### src/design/tape_protection_pkg.sv
// Purpose: Shared constants and state type for the tape protection sequencer.
// Assumes: System clock of 250 MHz; line cycle pulse arrives once per AC period.
// Notes:   Long counts are also top-level parameters so a simulation can shorten them.
package tape_protection_pkg;

  localparam int unsigned CLOCK_MHZ         = 250;
  localparam int unsigned LINE_PERIOD_US    = 16667;
  localparam int unsigned LINE_LOSS_PERIODS = 3;
  localparam int unsigned HOLD_MS           = 300;

  // Least times round up; the hold is a longest time and rounds down.
  localparam int unsigned LINE_LOSS_CYCLES  = LINE_LOSS_PERIODS * LINE_PERIOD_US * CLOCK_MHZ;
  localparam int unsigned HOLD_CYCLES       = HOLD_MS * 1000 * CLOCK_MHZ;

  localparam int unsigned COUNT_W           = 28;
  localparam logic [COUNT_W-1:0] COUNT_ZERO = 28'h0000000;
  localparam logic [COUNT_W-1:0] COUNT_ONE  = 28'h0000001;

  typedef enum logic [2:0] {
    ST_FAULT,
    ST_RUN,
    ST_HOLD,
    ST_RELAX
  } seq_state_t;

endpackage : tape_protection_pkg

### src/design/tape_protection_sequencer.sv
// Purpose: Reel servo enable, servo relay and power-fail stop sequencing.
// Assumes: All inputs synchronous to clock; load_request is a pulse from the load button.
// Notes:   A power fail latches until power returns and a fresh load is made.
// Operation
// While reel enable is high the reel amplifiers run in normal tension mode.
// While reel enable is low the arm ramps drive both arms toward rest.
// The relay stays released at power-up and idle and closes when reel enable rises on load; a line loss in idle closes it for the hold.
// Three line periods without a line pulse start the power-fail sequence.
// Entering power fail asserts tape fault set, clearing all control flip-flops.
// During the power-fail stop all external commands are ignored.
// A 300 ms hold pulse keeps the relay energised so reels and capstan stop.
// During the hold all motion commands are forced off and reel enable is low.
// At the end of the hold the relay is released.
// A released relay connects the reel motors to the relaxer ramp path.
// An arm limit trip releases the relay, sets tape fault, goes off line and clears control.
// A load with a write ring fires the ring solenoid and lights the ring lamp.
// Without a sensed ring, write and erase power stay off.
// While broken tape fault is high control stays cleared, off line, reel enable low.
// Broken tape fault clears only by load with tape threaded, outside this block.
// Line loss is a tick counter restarted by each line pulse, flagged past three periods.
// Once started the power-fail sequence completes and stays latched until a new load.
`timescale 1ns/100ps
module tape_protection_sequencer
  import tape_protection_pkg::*;
#(
  parameter logic [COUNT_W-1:0] LOSS_LIMIT = LINE_LOSS_CYCLES[COUNT_W-1:0],
  parameter logic [COUNT_W-1:0] HOLD_LIMIT = HOLD_CYCLES[COUNT_W-1:0]
) (
  input  wire logic clock,
  input  wire logic rst_b,
  input  wire logic line_pulse,
  input  wire logic broken_tape_fault,
  input  wire logic load_request,
  input  wire logic arm_limit_trip,
  input  wire logic write_ring_sensed,
  input  wire logic online_request,
  input  wire logic forward_cmd,
  input  wire logic reverse_cmd,
  input  wire logic write_request,
  output logic      reels_on,
  output logic      arm_rest_ramp,
  output logic      servo_relay,
  output logic      relaxer_connect,
  output logic      tape_fault_set,
  output logic      online,
  output logic      forward_out,
  output logic      reverse_out,
  output logic      ring_solenoid,
  output logic      ring_lamp,
  output logic      write_power,
  output logic      power_fail_active
);

  ////////////////////////////////////////////////////////////////////////////
  seq_state_t         state_q;
  seq_state_t         state_d;
  logic [COUNT_W-1:0] hold_q;
  logic [COUNT_W-1:0] hold_d;
  logic               line_lost;
  logic               relay_q;
  logic               reels_q;
  logic               online_q;
  logic               fwd_q;
  logic               rev_q;
  logic               ring_q;
  logic               wpow_q;
  logic               fault_set_q;

  line_loss_monitor #(
    .LIMIT      (LOSS_LIMIT)
  ) u_loss (
    .clock      (clock),
    .rst_b      (rst_b),
    .line_pulse (line_pulse),
    .line_lost  (line_lost)
  );

  ////////////////////////////////////////////////////////////////////////////
  wire hold_done   = (hold_q >= HOLD_LIMIT - COUNT_ONE);
  wire in_hold     = (state_q == ST_HOLD);
  wire in_relax    = (state_q == ST_RELAX);
  wire in_run      = (state_q == ST_RUN);
  // Loss has priority over a load so a dying line cannot restart the reels.
  wire fail_start  = line_lost && (state_q == ST_RUN || state_q == ST_FAULT);
  wire trip_now    = arm_limit_trip && in_run;
  wire load_ok     = load_request && !broken_tape_fault && !line_lost;
  wire cmds_live   = in_run && online_q && !broken_tape_fault;
  wire clear_ctl   = fault_set_q || broken_tape_fault || !in_run;
  wire write_ok    = cmds_live && write_request && write_ring_sensed;

  always_comb begin
    state_d = state_q;
    hold_d  = COUNT_ZERO;
    case (state_q)
      ST_FAULT: begin
        if (fail_start) state_d = ST_HOLD;
        else if (load_ok) state_d = ST_RUN;
      end
      ST_RUN: begin
        if (fail_start) state_d = ST_HOLD;
        else if (trip_now || broken_tape_fault) state_d = ST_FAULT;
      end
      ST_HOLD: begin
        hold_d = hold_q + COUNT_ONE;
        if (hold_done) state_d = ST_RELAX;
      end
      ST_RELAX: begin
        if (!line_lost && load_ok) state_d = ST_RUN;
      end
      default: state_d = ST_FAULT;
    endcase
  end

  always_ff @(posedge clock or negedge rst_b) begin
    if (!rst_b) begin
      state_q     <= ST_FAULT;
      hold_q      <= COUNT_ZERO;
      fault_set_q <= 1'b0;
    end else begin
      state_q     <= state_d;
      hold_q      <= hold_d;
      fault_set_q <= fail_start || trip_now || (state_d == ST_HOLD);
    end
  end

  ////////////////////////////////////////////////////////////////////////////
  // Relay follows reel enable in normal use and is held on only by the hold pulse.
  always_ff @(posedge clock or negedge rst_b) begin
    if (!rst_b) begin
      relay_q  <= 1'b0;
      reels_q  <= 1'b0;
      online_q <= 1'b0;
      fwd_q    <= 1'b0;
      rev_q    <= 1'b0;
      ring_q   <= 1'b0;
      wpow_q   <= 1'b0;
    end else begin
      relay_q  <= (state_d == ST_RUN) || (state_d == ST_HOLD);
      reels_q  <= (state_d == ST_RUN) && !broken_tape_fault;
      online_q <= (state_d == ST_RUN) && !clear_ctl && online_request;
      fwd_q    <= cmds_live && (state_d == ST_RUN) && forward_cmd;
      rev_q    <= cmds_live && (state_d == ST_RUN) && reverse_cmd;
      ring_q   <= (state_d == ST_RUN) && write_ring_sensed && (ring_q || load_ok);
      // Gated by the next state too, so a trip or line loss drops write power on the same edge.
      wpow_q   <= write_ok && ring_q && (state_d == ST_RUN);
    end
  end

  assign reels_on          = reels_q;
  assign arm_rest_ramp     = !reels_q;
  assign servo_relay       = relay_q;
  assign relaxer_connect   = !relay_q;
  assign tape_fault_set    = fault_set_q;
  assign online            = online_q;
  assign forward_out       = fwd_q;
  assign reverse_out       = rev_q;
  assign ring_solenoid     = ring_q;
  assign ring_lamp         = ring_q;
  assign write_power       = wpow_q;
  assign power_fail_active = in_hold || in_relax;

  ////////////////////////////////////////////////////////////////////////////
  property p_hold_relay;
    @(posedge clock) disable iff (!rst_b) in_hold |-> servo_relay;
  endproperty
  a_hold_relay: assert property (p_hold_relay) else $error("relay dropped in hold");

  property p_hold_quiet;
    @(posedge clock) disable iff (!rst_b)
      in_hold |-> !reels_on && !forward_out && !reverse_out && !online && !write_power;
  endproperty
  a_hold_quiet: assert property (p_hold_quiet) else $error("motion during hold");

  property p_fail_fault;
    @(posedge clock) disable iff (!rst_b) fail_start |=> tape_fault_set && in_hold;
  endproperty
  a_fail_fault: assert property (p_fail_fault) else $error("no fault on fail");

  property p_hold_end;
    @(posedge clock) disable iff (!rst_b) in_hold && hold_done |=> !servo_relay;
  endproperty
  a_hold_end: assert property (p_hold_end) else $error("relay held after pulse");

  property p_relax_path;
    @(posedge clock) disable iff (!rst_b) relaxer_connect != servo_relay;
  endproperty
  a_relax_path: assert property (p_relax_path) else $error("relaxer path wrong");

  property p_trip;
    @(posedge clock) disable iff (!rst_b)
      trip_now && !fail_start |=> tape_fault_set && !servo_relay && !online;
  endproperty
  a_trip: assert property (p_trip) else $error("trip not handled");

  property p_ring;
    @(posedge clock) disable iff (!rst_b) !write_ring_sensed |=> !write_power && !ring_lamp;
  endproperty
  a_ring: assert property (p_ring) else $error("write power without ring");

  property p_bt;
    @(posedge clock) disable iff (!rst_b) broken_tape_fault |=> !reels_on && !online;
  endproperty
  a_bt: assert property (p_bt) else $error("active with broken tape");

  property p_latch;
    @(posedge clock) disable iff (!rst_b) in_relax && !load_request |=> in_relax;
  endproperty
  a_latch: assert property (p_latch) else $error("power fail unlatched");

  c_load: cover property (@(posedge clock) disable iff (!rst_b) load_ok ##1 in_run);
  c_fail: cover property (@(posedge clock) disable iff (!rst_b) in_hold ##1 in_relax);
  c_trip: cover property (@(posedge clock) disable iff (!rst_b) trip_now);
  c_ring: cover property (@(posedge clock) disable iff (!rst_b) ring_lamp);

endmodule : tape_protection_sequencer

### src/design/line_loss_monitor.sv
// Purpose: Detects loss of AC line cycles by counting ticks since the last line pulse.
// Assumes: line_pulse is a one-cycle pulse per line period, synchronous to clock.
// Notes:   The counter saturates so a long outage keeps the flag high.
`timescale 1ns/100ps
module line_loss_monitor
  import tape_protection_pkg::*;
#(
  parameter logic [COUNT_W-1:0] LIMIT = LINE_LOSS_CYCLES[COUNT_W-1:0]
) (
  input  wire logic clock,
  input  wire logic rst_b,
  input  wire logic line_pulse,
  output logic      line_lost
);

  logic [COUNT_W-1:0] count_q;
  logic [COUNT_W-1:0] count_d;
  logic               lost_q;
  wire                at_limit = (count_q >= LIMIT);

  assign count_d   = line_pulse ? COUNT_ZERO : (at_limit ? count_q : count_q + COUNT_ONE);
  assign line_lost = lost_q;

  always_ff @(posedge clock or negedge rst_b) begin
    if (!rst_b) begin
      count_q <= COUNT_ZERO;
      lost_q  <= 1'b0;
    end else begin
      count_q <= count_d;
      lost_q  <= at_limit && !line_pulse;
    end
  end

  property p_loss_after_limit;
    @(posedge clock) disable iff (!rst_b)
      (count_q == LIMIT - COUNT_ONE) && !line_pulse ##1 !line_pulse |=> line_lost;
  endproperty
  a_loss_after_limit: assert property (p_loss_after_limit) else $error("no loss flag");

  property p_pulse_clears;
    @(posedge clock) disable iff (!rst_b) line_pulse |=> !line_lost;
  endproperty
  a_pulse_clears: assert property (p_pulse_clears) else $error("loss flag after pulse");

endmodule : line_loss_monitor

### config.mk
export PLATFORM = sky130hd
export DESIGN_NAME = tape_protection_sequencer
export DESIGN_NICKNAME = d
export VERILOG_FILES = /design/src/design/tape_protection_pkg.sv /design/src/design/tape_protection_sequencer.sv /design/src/design/line_loss_monitor.sv
export SDC_FILE = /design/constraint.sdc
export NUM_CORES = 1
export LEC_CHECK = 0
export BUFFER_PORTS_ARGS = -buffer_cell sky130_fd_sc_hd__clkbuf_2
export CAP_MARGIN = 15
export CORE_MARGIN = 8
export CORE_UTILIZATION = 50
export DETAILED_ROUTE_END_ITERATION = 8
export HOLD_SLACK_MARGIN = 0.1
export PLACE_DENSITY = 0.69
export SLEW_MARGIN = 10
export SYNTH_ARGS = -nofsm -noshare
export SYNTH_HDL_FRONTEND = slang
export SYNTH_SLANG_ARGS = --single-unit
### constraint.sdc
create_clock -name clock -period 2.85 [get_ports clock]
set_input_delay 0.285 -clock clock [delete_from_list [all_inputs] [get_ports clock]]
set_output_delay 0.285 -clock clock [all_outputs]
set_load 0.005 [all_outputs]
* Word-level counts from Yosys, hierarchy flattened *
Index checks and enable logic that the tools add are counted.

word-level totals
  bits in registers = 68
  logic and storage cells = 69

cells by class
  $add $sub $neg = 2
  $lt $le $gt $ge = 2
  equal/unequal tests = 6
  multiplexer cells = 10
  reduce and logical (&&, ||, !) cells = 37

operators with widths
  operator                                                                                count
  28-bit 2-to-1 mux                                                                       3
  28-bit by 1-bit adder with 28-bit output (second input constant)                        2
  28-bit by 24-bit greater-or-equal comparator with 1-bit output (second input constant)  1
  28-bit by 27-bit greater-or-equal comparator with 1-bit output (second input constant)  1
  1-bit logical AND                                                                       20
  3-bit 2-to-1 mux                                                                        6
  3-bit one-hot mux with 4 select lines                                                   1
  3-bit by 2-bit == test with 1-bit output (second input constant)                        3
  1-bit logical OR                                                                        9
  1-bit logical NOT                                                                       7
  3-bit by 1-bit == test with 1-bit output (second input constant)                        2
  3-bit logical NOT                                                                       1
  2-bit != test (second input constant)                                                   1

* Depth between registers and ports, before layout *
Gate-level depths: netlist (run 1).

  word-level depth = 9
  depth in mapped cells = 8
  gate-level depth less buffers = 7

* Cells and area by module *
A second synthesis (run 1) with hierarchy kept.

unflattened totals
  cell total of the unflattened synthesis = 360
  area, all modules = 3537.1 sq um

by module, submodules not included
  module                     times used  cells an instance  area each (sq um)  sequential area each (sq um)
  tape_protection_sequencer  1           193                1890.6             975.9
  line_loss_monitor          1           167                1646.6             725.7

* Worst setup path before layout (run 1) *
OpenSTA, ideal clock, no wires.

  kind = flip-flop to flip-flop
  start point = register u_loss.count_q[24]
  end point = register u_loss.count_q[1]
  library setup time = 123 ps
  arrival time = 2341 ps
  data required time = 2727 ps
  slack = 387 ps
  stages on the path, launching flop included = 8
  path buffers = 2
  path through = dfrtp_1 or4_4 buf_6 or4_4 o21ai_2 buf_4 o21ai_1 o221a_2

between the ends
  word-level cells in the longest chain between the ends = 2

ends and longest elaborated chain
  element                                                         RTL line                 RTL
  start, declared                                                 line_loss_monitor.sv:16  logic [COUNT_W-1:0] count_q;
  start signal, assigned                                          line_loss_monitor.sv:29  count_q <= count_d;
  28-bit by 24-bit greater-or-equal comparator with 1-bit output  line_loss_monitor.sv:19  wire at_limit = (count_q >= LIMIT);
  2-bit != test (no line)                                         -

No other way between the ends.
A chain may end at the register's enable or synchronous reset.

* Final worst setup path (run 1) *
Same ends and word-level chain as after synthesis.

==> results of run 1 <==
-- stage by stage --
stage	instance area, µm²	util, %	std cells	total power [µW]	setup slack (ps)
floorplan	3620	-	387	1030	387
global route	4030	56.5	514	1860	149
detailed placement	3840	53.9	497	1070	301
finish	4030	56.5	514	1770	285
CTS	4030	56.5	514	1800	299
global placement	3840	53.9	497	1070	330
-- power groups by stage --
stage	registers, µW	logic [µW]	clock network [µW]
floorplan	999	29.9	0
global placement	1000	68.8	0
detailed placement	1000	71.5	0
CTS	983	72.4	744
global route	985	81.8	793
finish	983	70.3	716
-- what timing repair did --
action,in CTS,in global routing
hold endpoints to repair,33,0
hold buffers,1,0
gates resized for setup,0,0
endpoints found under the setup margin,0,0
-- state kept, by name (all words and copies together), names as in the netlist --
signal	count
online	1
ring_lamp	1
servo_relay	1
reels_on	1
forward_out	1
u_loss.line_lost	1
tape_fault_set	1
hold_q	28
u_loss.count_q	28
write_power	1
state_q	3
reverse_out	1
-- per-layer routing --
layer / track usage, % / share of wire (%)
met5: 0 / 0
met4: 6.07 / 1.6
met3: 4.67 / 4.9
met2: 27.5 / 48
met1: 21.3 / 45
-- worst max-delay path, stage by stage (launching register included) --
cell and delay [ps]:
dfrtp_1 380, or4_4 590, or4_4 580, o21ai_2 310, buf_4 240, o21ai_1 80
o221a_2 270
-- Yosys cell counts (6+ instances only) --
cell,number
nand3_1,26
inv_1,9
and4_1,6
and2_1,7
nor3_1,11
xnor2_1,12
nand2_1,27
xor2_1,15
clkbuf_1,13
o21ai_0,9
nor2b_1,12
nor2_1,46
nand4_1,13
a211oi_1,7
mux2_2,7
a21oi_1,19
nor4_1,9
and3_1,7
dfrtp_1,68
or3_1,9
-- layout make-up --
cell class / instances / area share [%]
Clock buffer: 11 / 3.51
Clock inverter: 5 / 0.900
Inverter: 9 / 0.838
Multi-Input combinational cell: 291 / 44.7
Sequential cell: 68 / 42.2
Tap cell: 99 / 3.07
Timing Repair Buffer: 31 / 4.78
-- worst max-delay path by stage --
stage / from / end / slack [ps] / cells after the start
after floorplan: u_loss.count_q[24] / u_loss.count_q[1] / 390 / 7
after global placement: u_loss.count_q[24] / u_loss.count_q[1] / 330 / 6
after detailed placement: u_loss.count_q[24] / u_loss.count_q[1] / 300 / 6
after CTS: u_loss.count_q[24] / u_loss.count_q[1] / 300 / 6
after global routing: u_loss.count_q[24] / u_loss.count_q[1] / 150 / 6
final: u_loss.count_q[24] / u_loss.count_q[1] / 290 / 6
-- cells by family (layout without fill, tap and decap cells) --
family / Yosys count / in the layout / synth area share, %
simple gates: 188 / 188 / 27.6
flops: 68 / 68 / 46.9
compound gates: 65 / 65 / 12.3
buf+inv: 28 / 56 / 3.31
xor+xnor: 27 / 27 / 6.52
mux: 7 / 7 / 2.17
fa+ha+maj: 3 / 3 / 1.04
other cells: 1 / 1 / 0.103
==> results.py, run 1 <==
metrics = {
    "synth": {
        "synthCells": 387,
        "ys_warn_count": 0,
        "ys_top_cells_by_area": "dfrtp_1, nor2_1, xor2_1",
        "synth-edff-count": 0,
        "async_reset_ff_share_pct": 100,
        "synth_cell_types": 50,
        "syn_nets": 401,
        "syn_avg_cell_area_um2": 9.37,
        "syn_area_mm2": 0.00362,
        "synth_seq_cells": 68,
        "synth_top_area_cell": "dfrtp_1",
        "post-synth-top-area-fraction_pct": 46.9,
        "synth_ff_type": "dfrtp_1",
        "yosysSeqAreaShare_pct": 46.9,
    },
    "die": {
        "rows": 31,
        "die-area_mm2": 0.0102,
        "initial_core_util_pct": 50.8,
        "core_mm2": 0.00714,
        "chipWidth_um": 101,
        "num_io_pins": 23,
        "die_h_um": 101,
    },
    "layout": {
        "seq_area_mm2": 0.00170,
        "drive_gt1_share_pct": 14.5,
        "multiInputGateArea_mm2": 0.00180,
        "layout.nets": 424,
        "final_common_cell": "dfrtp_1",
        "syn_to_final_growth_pct": 11.3,
        "final_cell_mix": "dfrtp_1, nor2_1, nand2_1, nand3_1, clkbuf_2",
        "num_antenna_cells": 0,
        "fillerInstances": 668,
    },
    "critical_path": {
        "arrival_ps": 2790,
        "rr_worst_depth": 6,
        "crit_type": "reg2reg",
        "rrSetupSlack_ps": 290,
        "worst_r2r_endpoint": "u_loss.count_q[1]",
        "start_kind": "register",
        "r2r-start": "u_loss.count_q[24]",
        "crit_path_max_fanout": 11,
        "crit_path_end_kind": "register",
        "cp.required_ps": 3080,
    },
    "global_routing": {
        "grt_pass1_vias": 2933,
        "grt-ovfl-total": 0,
        "antenna_found_initial": 0,
        "grt_pass1_wl_um": 13900,
        "grt_max_degree": 36,
        "track_usage_pct": 17.0,
    },
    "sta": {
        "period_share_pct": 90.0,
        "tns_ps": 0,
        "setup_viol": 0,
        "max-slew-margin-rel_pct": 29.6,
        "hold_slack_ps": 151,
        "rsz0062_at_grt": "false",
        "fin_skew_ps": 6.70,
        "clock.fmax_mhz": 390,
        "hold_viol_final": 0,
        "worst_pin_slew_ps": 1060,
        "layout_min_cycle_time_ps": 2560,
        "finalMaxSlewViolations": 0,
    },
    "pwr": {
        "switchingPower_uw": 432,
        "internal_power_uw": 1340,
        "pwr-share-clk_pct": 40.5,
        "power_frac_seq_pct": 55.6,
        "p_comb_share_pct": 4.0,
        "irDropWorstVdd_uv": 279,
        "switching_share_pct": 24.4,
        "power_density_mw_per_mm2": 439,
        "p_leak_uw": 0.00167,
    },
    "placed_design": {
        "gp_congestion": 0.842,
        "dp_hpwl_um": 5460,
        "portBuffers": 22,
    },
    "clocking": {
        "cts_root_buf": "clkbuf_8",
        "cts_tree": "yes",
        "cts_inserted_buffers": 9,
        "insertion_delay_ps": 340,
        "cts_sinks": 68,
        "cts_setup_buffers": 0,
        "clk_pin_slew_ps": 70,
        "cts_max_level": 3,
        "clockBufferDepth": 2,
    },
    "detailed_routing": {
        "vias_per_cell": 5.81,
        "routedWlPerCell_um": 15.2,
        "ant_nets": 0,
        "vias": 2988,
        "drc": 0,
        "first_pass_iters": 5,
        "drt_iter0_markers": 168,
        "drt_wl_total_um": 7820,
    },
    "worst_hold_path": {
        "worstHoldStart": "reverse_cmd",
        "hold-path-endpoint": "reverse_out",
        "min_path_type": "in2reg",
        "min_path_cells": 2,
    },
    "run": {
        "drv_cap": 0,
    },
    "run_status": {
        "status": "completed",
    },
}
Power figures use the tool's default switching activity.
==> inputs of run 2 (changes only) <==
Clock period 2.85 ns to 2.8 ns, I/O delays scaled along.
==> results.py, run 2 (synthesis gave the netlist of run 1 again) <==
metrics = {
    "sta": {
        "setup_viol": 0,
        "worst_pin_slew_ps": 1040,
        "hold_viol_final": 0,
        "period_share_pct": 91.2,
        "clock.fmax_mhz": 392,
        "fin_skew_ps": 8.28,
        "tns_ps": 0,
        "finalMaxSlewViolations": 0,
        "max-slew-margin-rel_pct": 30.9,
        "layout_min_cycle_time_ps": 2550,
        "rsz0062_at_grt": "false",
    },
    "global_routing": {
        "grt-ovfl-total": 0,
        "grt_pass1_wl_um": 13400,
        "grt_pass1_vias": 2925,
        "track_usage_pct": 16.3,
        "grt_max_degree": 36,
        "antenna_found_initial": 0,
    },
    "clocking": {
        "insertion_delay_ps": 340,
        "clockBufferDepth": 2,
        "ctsResizeCount": 0,
        "cts_sinks": 68,
        "cts_root_buf": "clkbuf_8",
        "cts_max_level": 3,
        "clk_pin_slew_ps": 80,
        "cts_inserted_buffers": 9,
        "holdBufCountCts": 1,
        "cts_tree": "yes",
        "cts_setup_buffers": 0,
    },
    "layout": {
        "layout.nets": 424,
        "fillerInstances": 633,
        "num_antenna_cells": 0,
        "final_util_pct": 57.5,
        "fin_cells": 514,
        "reg_top3": "hold_q (28), u_loss.count_q (28), state_q (3)",
        "final_cell_area_mm2": 0.00410,
        "final_common_cell": "dfrtp_1",
        "drive_gt1_share_pct": 14.7,
        "syn_to_final_growth_pct": 13.2,
        "final_cell_mix": "dfrtp_1, nor2_1, nand2_1, nand3_1, clkbuf_2",
    },
    "pwr": {
        "power_density_mw_per_mm2": 507,
        "p_leak_uw": 0.00171,
        "irDropWorstVdd_uv": 233,
    },
    "critical_path": {
        "crit_end": "u_loss.count_q[1]",
        "slowest_stage": "or4_4",
        "r2r-start": "u_loss.count_q[24]",
        "crit_buf_inv": 1,
        "path_cells": "or4_4, or4_4, o21ai_2, buf_4, o21ai_1, o221a_2",
        "max_stage_delay_ps": 590,
        "setup.worst_path.start": "u_loss.count_q[24]",
        "arrival_ps": 2790,
        "crit_cells": 6,
        "path_delay_family": "simple AND/OR/NAND/NOR gates",
        "worst_r2r_endpoint": "u_loss.count_q[1]",
        "cp.required_ps": 3030,
        "crit_type": "reg2reg",
        "crit_path_frequent_cell": "or4_4",
        "crit_path_end_kind": "register",
        "start_kind": "register",
        "crit_path_max_fanout": 11,
        "rrSetupSlack_ps": 250,
        "rr_worst_depth": 6,
    },
    "die": {
        "initial_core_util_pct": 50.8,
        "die_h_um": 101,
        "num_io_pins": 23,
        "chipWidth_um": 101,
        "rows": 31,
        "die-area_mm2": 0.0102,
        "core_mm2": 0.00714,
    },
    "worst_hold_path": {
        "min_path_type": "in2reg",
    },
    "detailed_routing": {
        "drc": 0,
        "ant_nets": 0,
        "drt_wl_total_um": 7840,
        "first_pass_iters": 4,
        "vias_per_cell": 5.79,
        "wl_met1_um": 3590,
        "vias": 2975,
        "routedWlPerCell_um": 15.3,
        "wl_met2_um": 3650,
        "maxUsedRoutingLayer": "met4",
        "drt_iter0_markers": 180,
        "wl_met3_um": 509,
    },
    "placed_design": {
        "dpl-instance-area_mm2": 0.00384,
        "dp_hpwl_um": 5310,
        "dpl.cell_count": 497,
        "gp_congestion": 0.837,
        "portBuffers": 22,
    },
    "run_status": {
        "status": "completed",
    },
    "run": {
        "drv_cap": 0,
    },
}
## run 2: changes by cell type in the layout (fill, tap and decap cells not counted), sizes merged
cell / delta
bufinv: +3
clkbuf: -1
clkinvlp: -2
inv: -1
clkinv: +1
## run 2: worst reg2reg max path, delay by kind of cell, from the launching register on
kind            cells  cell delay, ps
flops               1             370
simple gates        2            1170
buf+inv             1             250
compound gates      3             660
## run 2: cell type report
class / count / area, µm² / area share [%]
Clock buffer: 10 / 138 / 3.35
Clock inverter: 6 / 111 / 2.71
Inverter: 9 / 33.8 / 0.823
Multi-Input combinational cell: 291 / 1800 / 43.9
Sequential cell: 68 / 1700 / 41.5
Tap cell: 99 / 124 / 3.02
Timing Repair Buffer: 31 / 193 / 4.70
## run 2: routing by layer
layer | global-route usage (%) | vias up
met3 | 4.12 | 9
met2 | 25.9 | 83
met4 | 5.61 | 0
met1 | 20.9 | 1428
met5 | 0 | -
li1 | - | 1455
## run 2: report_power, final
part,switching (µW),internal [µW]
registers,12.0,989
logic,46.8,24.7
clock network,394,616
## run 2: metrics by stage
step / hold WS (ps) / setup WS [ps] / total power [µW]
floorplan: -15.6 / 337 / 1050
global placement: 395 / 287 / 1090
detailed placement: 411 / 259 / 1090
CTS: 137 / 246 / 2100
global route: 158 / 130 / 2140
finish: 146 / 247 / 2080
## run 2: how the worst min path moves through the flow
| stage | startpoint | end | cells past startpoint |
|---|---|---|---|
| after floorplan | rst_b | forward_out | 0 |
| after global routing | forward_cmd | forward_out | 2 |
| after detailed placement | rst_b | hold_q[7] | 1 |
| after CTS | reverse_cmd | reverse_out | 2 |
| after global placement | rst_b | hold_q[7] | 1 |
| final | forward_cmd | forward_out | 2 |
==> inputs of run 3 (changes only) <==
Settings changed: MAX_ROUTING_LAYER set to met4, SETUP_SLACK_MARGIN set to 0.5.
==> results.py, run 3 (synthesis gave the netlist of run 1 again) <==
metrics = {
    "sta": {
        "rsz0062_at_grt": "true",
        "finalMaxSlewViolations": 0,
        "period_share_pct": 83.6,
        "worst_pin_slew_ps": 1030,
        "hold_slack_ps": 112,
        "tns_ps": 0,
        "max-slew-margin-rel_pct": 31.4,
        "layout_min_cycle_time_ps": 2340,
        "setup_viol": 0,
        "clock.fmax_mhz": 427,
        "hold_viol_final": 0,
        "fin_skew_ps": 12.4,
    },
    "critical_path": {
        "rr_worst_depth": 6,
        "crit_path_frequent_cell": "or4_4",
        "r2r-start": "u_loss.count_q[26]",
        "crit_path_max_fanout": 8,
        "crit_path_end_kind": "register",
        "path_cells": "or4_4, or4_4, o21ai_4, buf_6, o21ai_2, o221a_2",
        "slowest_stage": "or4_4",
        "max_stage_delay_ps": 570,
        "setup.worst_path.start": "u_loss.count_q[26]",
        "arrival_ps": 2580,
        "cp.required_ps": 3040,
        "crit_type": "reg2reg",
        "start_kind": "register",
    },
    "pwr": {
        "switching_share_pct": 22.5,
        "internal_power_uw": 1610,
        "irDropWorstVdd_uv": 227,
        "p_leak_uw": 0.00174,
        "power_frac_seq_pct": 48.2,
        "p_comb_share_pct": 3.3,
        "switchingPower_uw": 468,
        "power_density_mw_per_mm2": 495,
        "pwr-share-clk_pct": 48.5,
    },
    "placed_design": {
        "dp_hpwl_um": 5120,
        "gp_congestion": 0.841,
        "portBuffers": 22,
        "dpl-instance-area_mm2": 0.00384,
    },
    "die": {
        "core_mm2": 0.00714,
        "die_h_um": 101,
        "die-area_mm2": 0.0102,
        "chipWidth_um": 101,
        "rows": 31,
        "num_io_pins": 23,
        "initial_core_util_pct": 50.8,
    },
    "detailed_routing": {
        "vias": 3021,
        "ant_nets": 0,
        "routedWlPerCell_um": 15.0,
        "drt_wl_total_um": 7810,
        "first_pass_iters": 4,
        "vias_per_cell": 5.80,
        "drc": 0,
        "drt_iter0_markers": 136,
    },
    "run_status": {
        "status": "completed",
    },
    "clocking": {
        "clockBufferDepth": 2,
        "cts_tree": "yes",
        "clk_pin_slew_ps": 80,
        "cts_max_level": 3,
        "holdBufCountCts": 0,
        "cts_inserted_buffers": 9,
        "cts_root_buf": "clkbuf_8",
        "insertion_delay_ps": 350,
        "cts_sinks": 68,
    },
    "global_routing": {
        "grt_pass1_wl_um": 13300,
        "grt_max_degree": 69,
        "grt-ovfl-total": 0,
        "grt_pass1_vias": 2941,
        "antenna_found_initial": 0,
        "track_usage_pct": 16.6,
    },
    "worst_hold_path": {
        "min_path_type": "in2async",
    },
    "layout": {
        "reg_top3": "hold_q (28), u_loss.count_q (28), state_q (3)",
        "final_common_cell": "dfrtp_1",
        "layout.nets": 431,
        "syn_to_final_growth_pct": 15.7,
        "drive_gt1_share_pct": 18.0,
        "final_cell_mix": "dfrtp_1, nor2_1, nand2_1, nand3_1, clkbuf_2",
        "final_cell_area_mm2": 0.00419,
        "num_antenna_cells": 0,
    },
    "run": {
        "drv_cap": 0,
    },
}
run 3: cell count changes in the layout (fill, tap and decap cells not counted), sizes merged:
cell | before | now
clkbuf | 31 | 30
buf | 9 | 17
dlygate4sd3 | 1 | 0
inv | 9 | 10
run 3: layout make-up:
| cell class | count | area, µm² |
|---|---|---|
| clock buffer | 9 | 124 |
| inverter | 9 | 33.8 |
| multi-input combinational | 291 | 1850 |
| timing repair buffer | 38 | 238 |
| tap | 99 | 124 |
| fill | 607 | 2940 |
| clock inverter | 7 | 124 |
| sequential | 68 | 1700 |
run 3: worst paths after layout:
check	endpoint	slack, ps
worst min-delay path	hold_q[8]	110
worst min register to register	hold_q[0]	490
min in group clock	reverse_out	140
worst max register to register	u_loss.count_q[1]	460
worst max-delay path	u_loss.count_q[1]	460
max in group asynchronous	u_loss.count_q[9]	2080
run 3: repair_timing:
| action | 4_1_cts | 5_1_grt |
|---|---|---|
| pin swaps | 4 | 1 |
| buffers inserted | 6 | 2 |
| endpoints found under the setup margin | 9 | 14 |
| hold endpoints to repair | 0 | 0 |
| gates resized for setup | 3 | 8 |
run 3: layer usage:
| metal | vias to the layer above | track usage (%) | wire (µm) |
|---|---|---|---|
| li1 | 1476 | - | - |
| met1 | 1454 | 19.6 | 3460 |
| met2 | 71 | 26.9 | 3810 |
| met3 | 20 | 2.61 | 337 |
| met4 | 0 | 8.82 | 200 |
| met5 | - | - | 0 |
run 3: worst max-delay path, delay by kind of cell (launching register included):
family / cells / cell delay [ps]
simple gates: 2 / 1110
compound gates: 3 / 580
flops: 1 / 370
buf+inv: 1 / 170
run 3: through the flow:
| stage | power (µW) | utilization, % | setup slack [ps] | cells |
|---|---|---|---|---|
| 3_5_place_dp | 1090 | 53.9 | 356 | 497 |
| 3_3_place_gp | 1090 | 53.9 | 398 | 497 |
| 6_report | 2080 | 58.8 | 458 | 521 |
| 4_1_cts | 2100 | 58.0 | 472 | 519 |
| 5_1_grt | 2140 | 58.8 | 402 | 521 |
| 2_1_floorplan | 1050 | - | 449 | 387 |
run 3: power by group through the flow:
stage	logic [µW]	clock network, µW	registers, µW
3_3_place_gp	67.6	0	1020
4_1_cts	70.2	1030	1000
3_5_place_dp	70.2	0	1020
6_report	68.5	1010	1000
5_1_grt	79.5	1050	1000
2_1_floorplan	30.5	0	1020
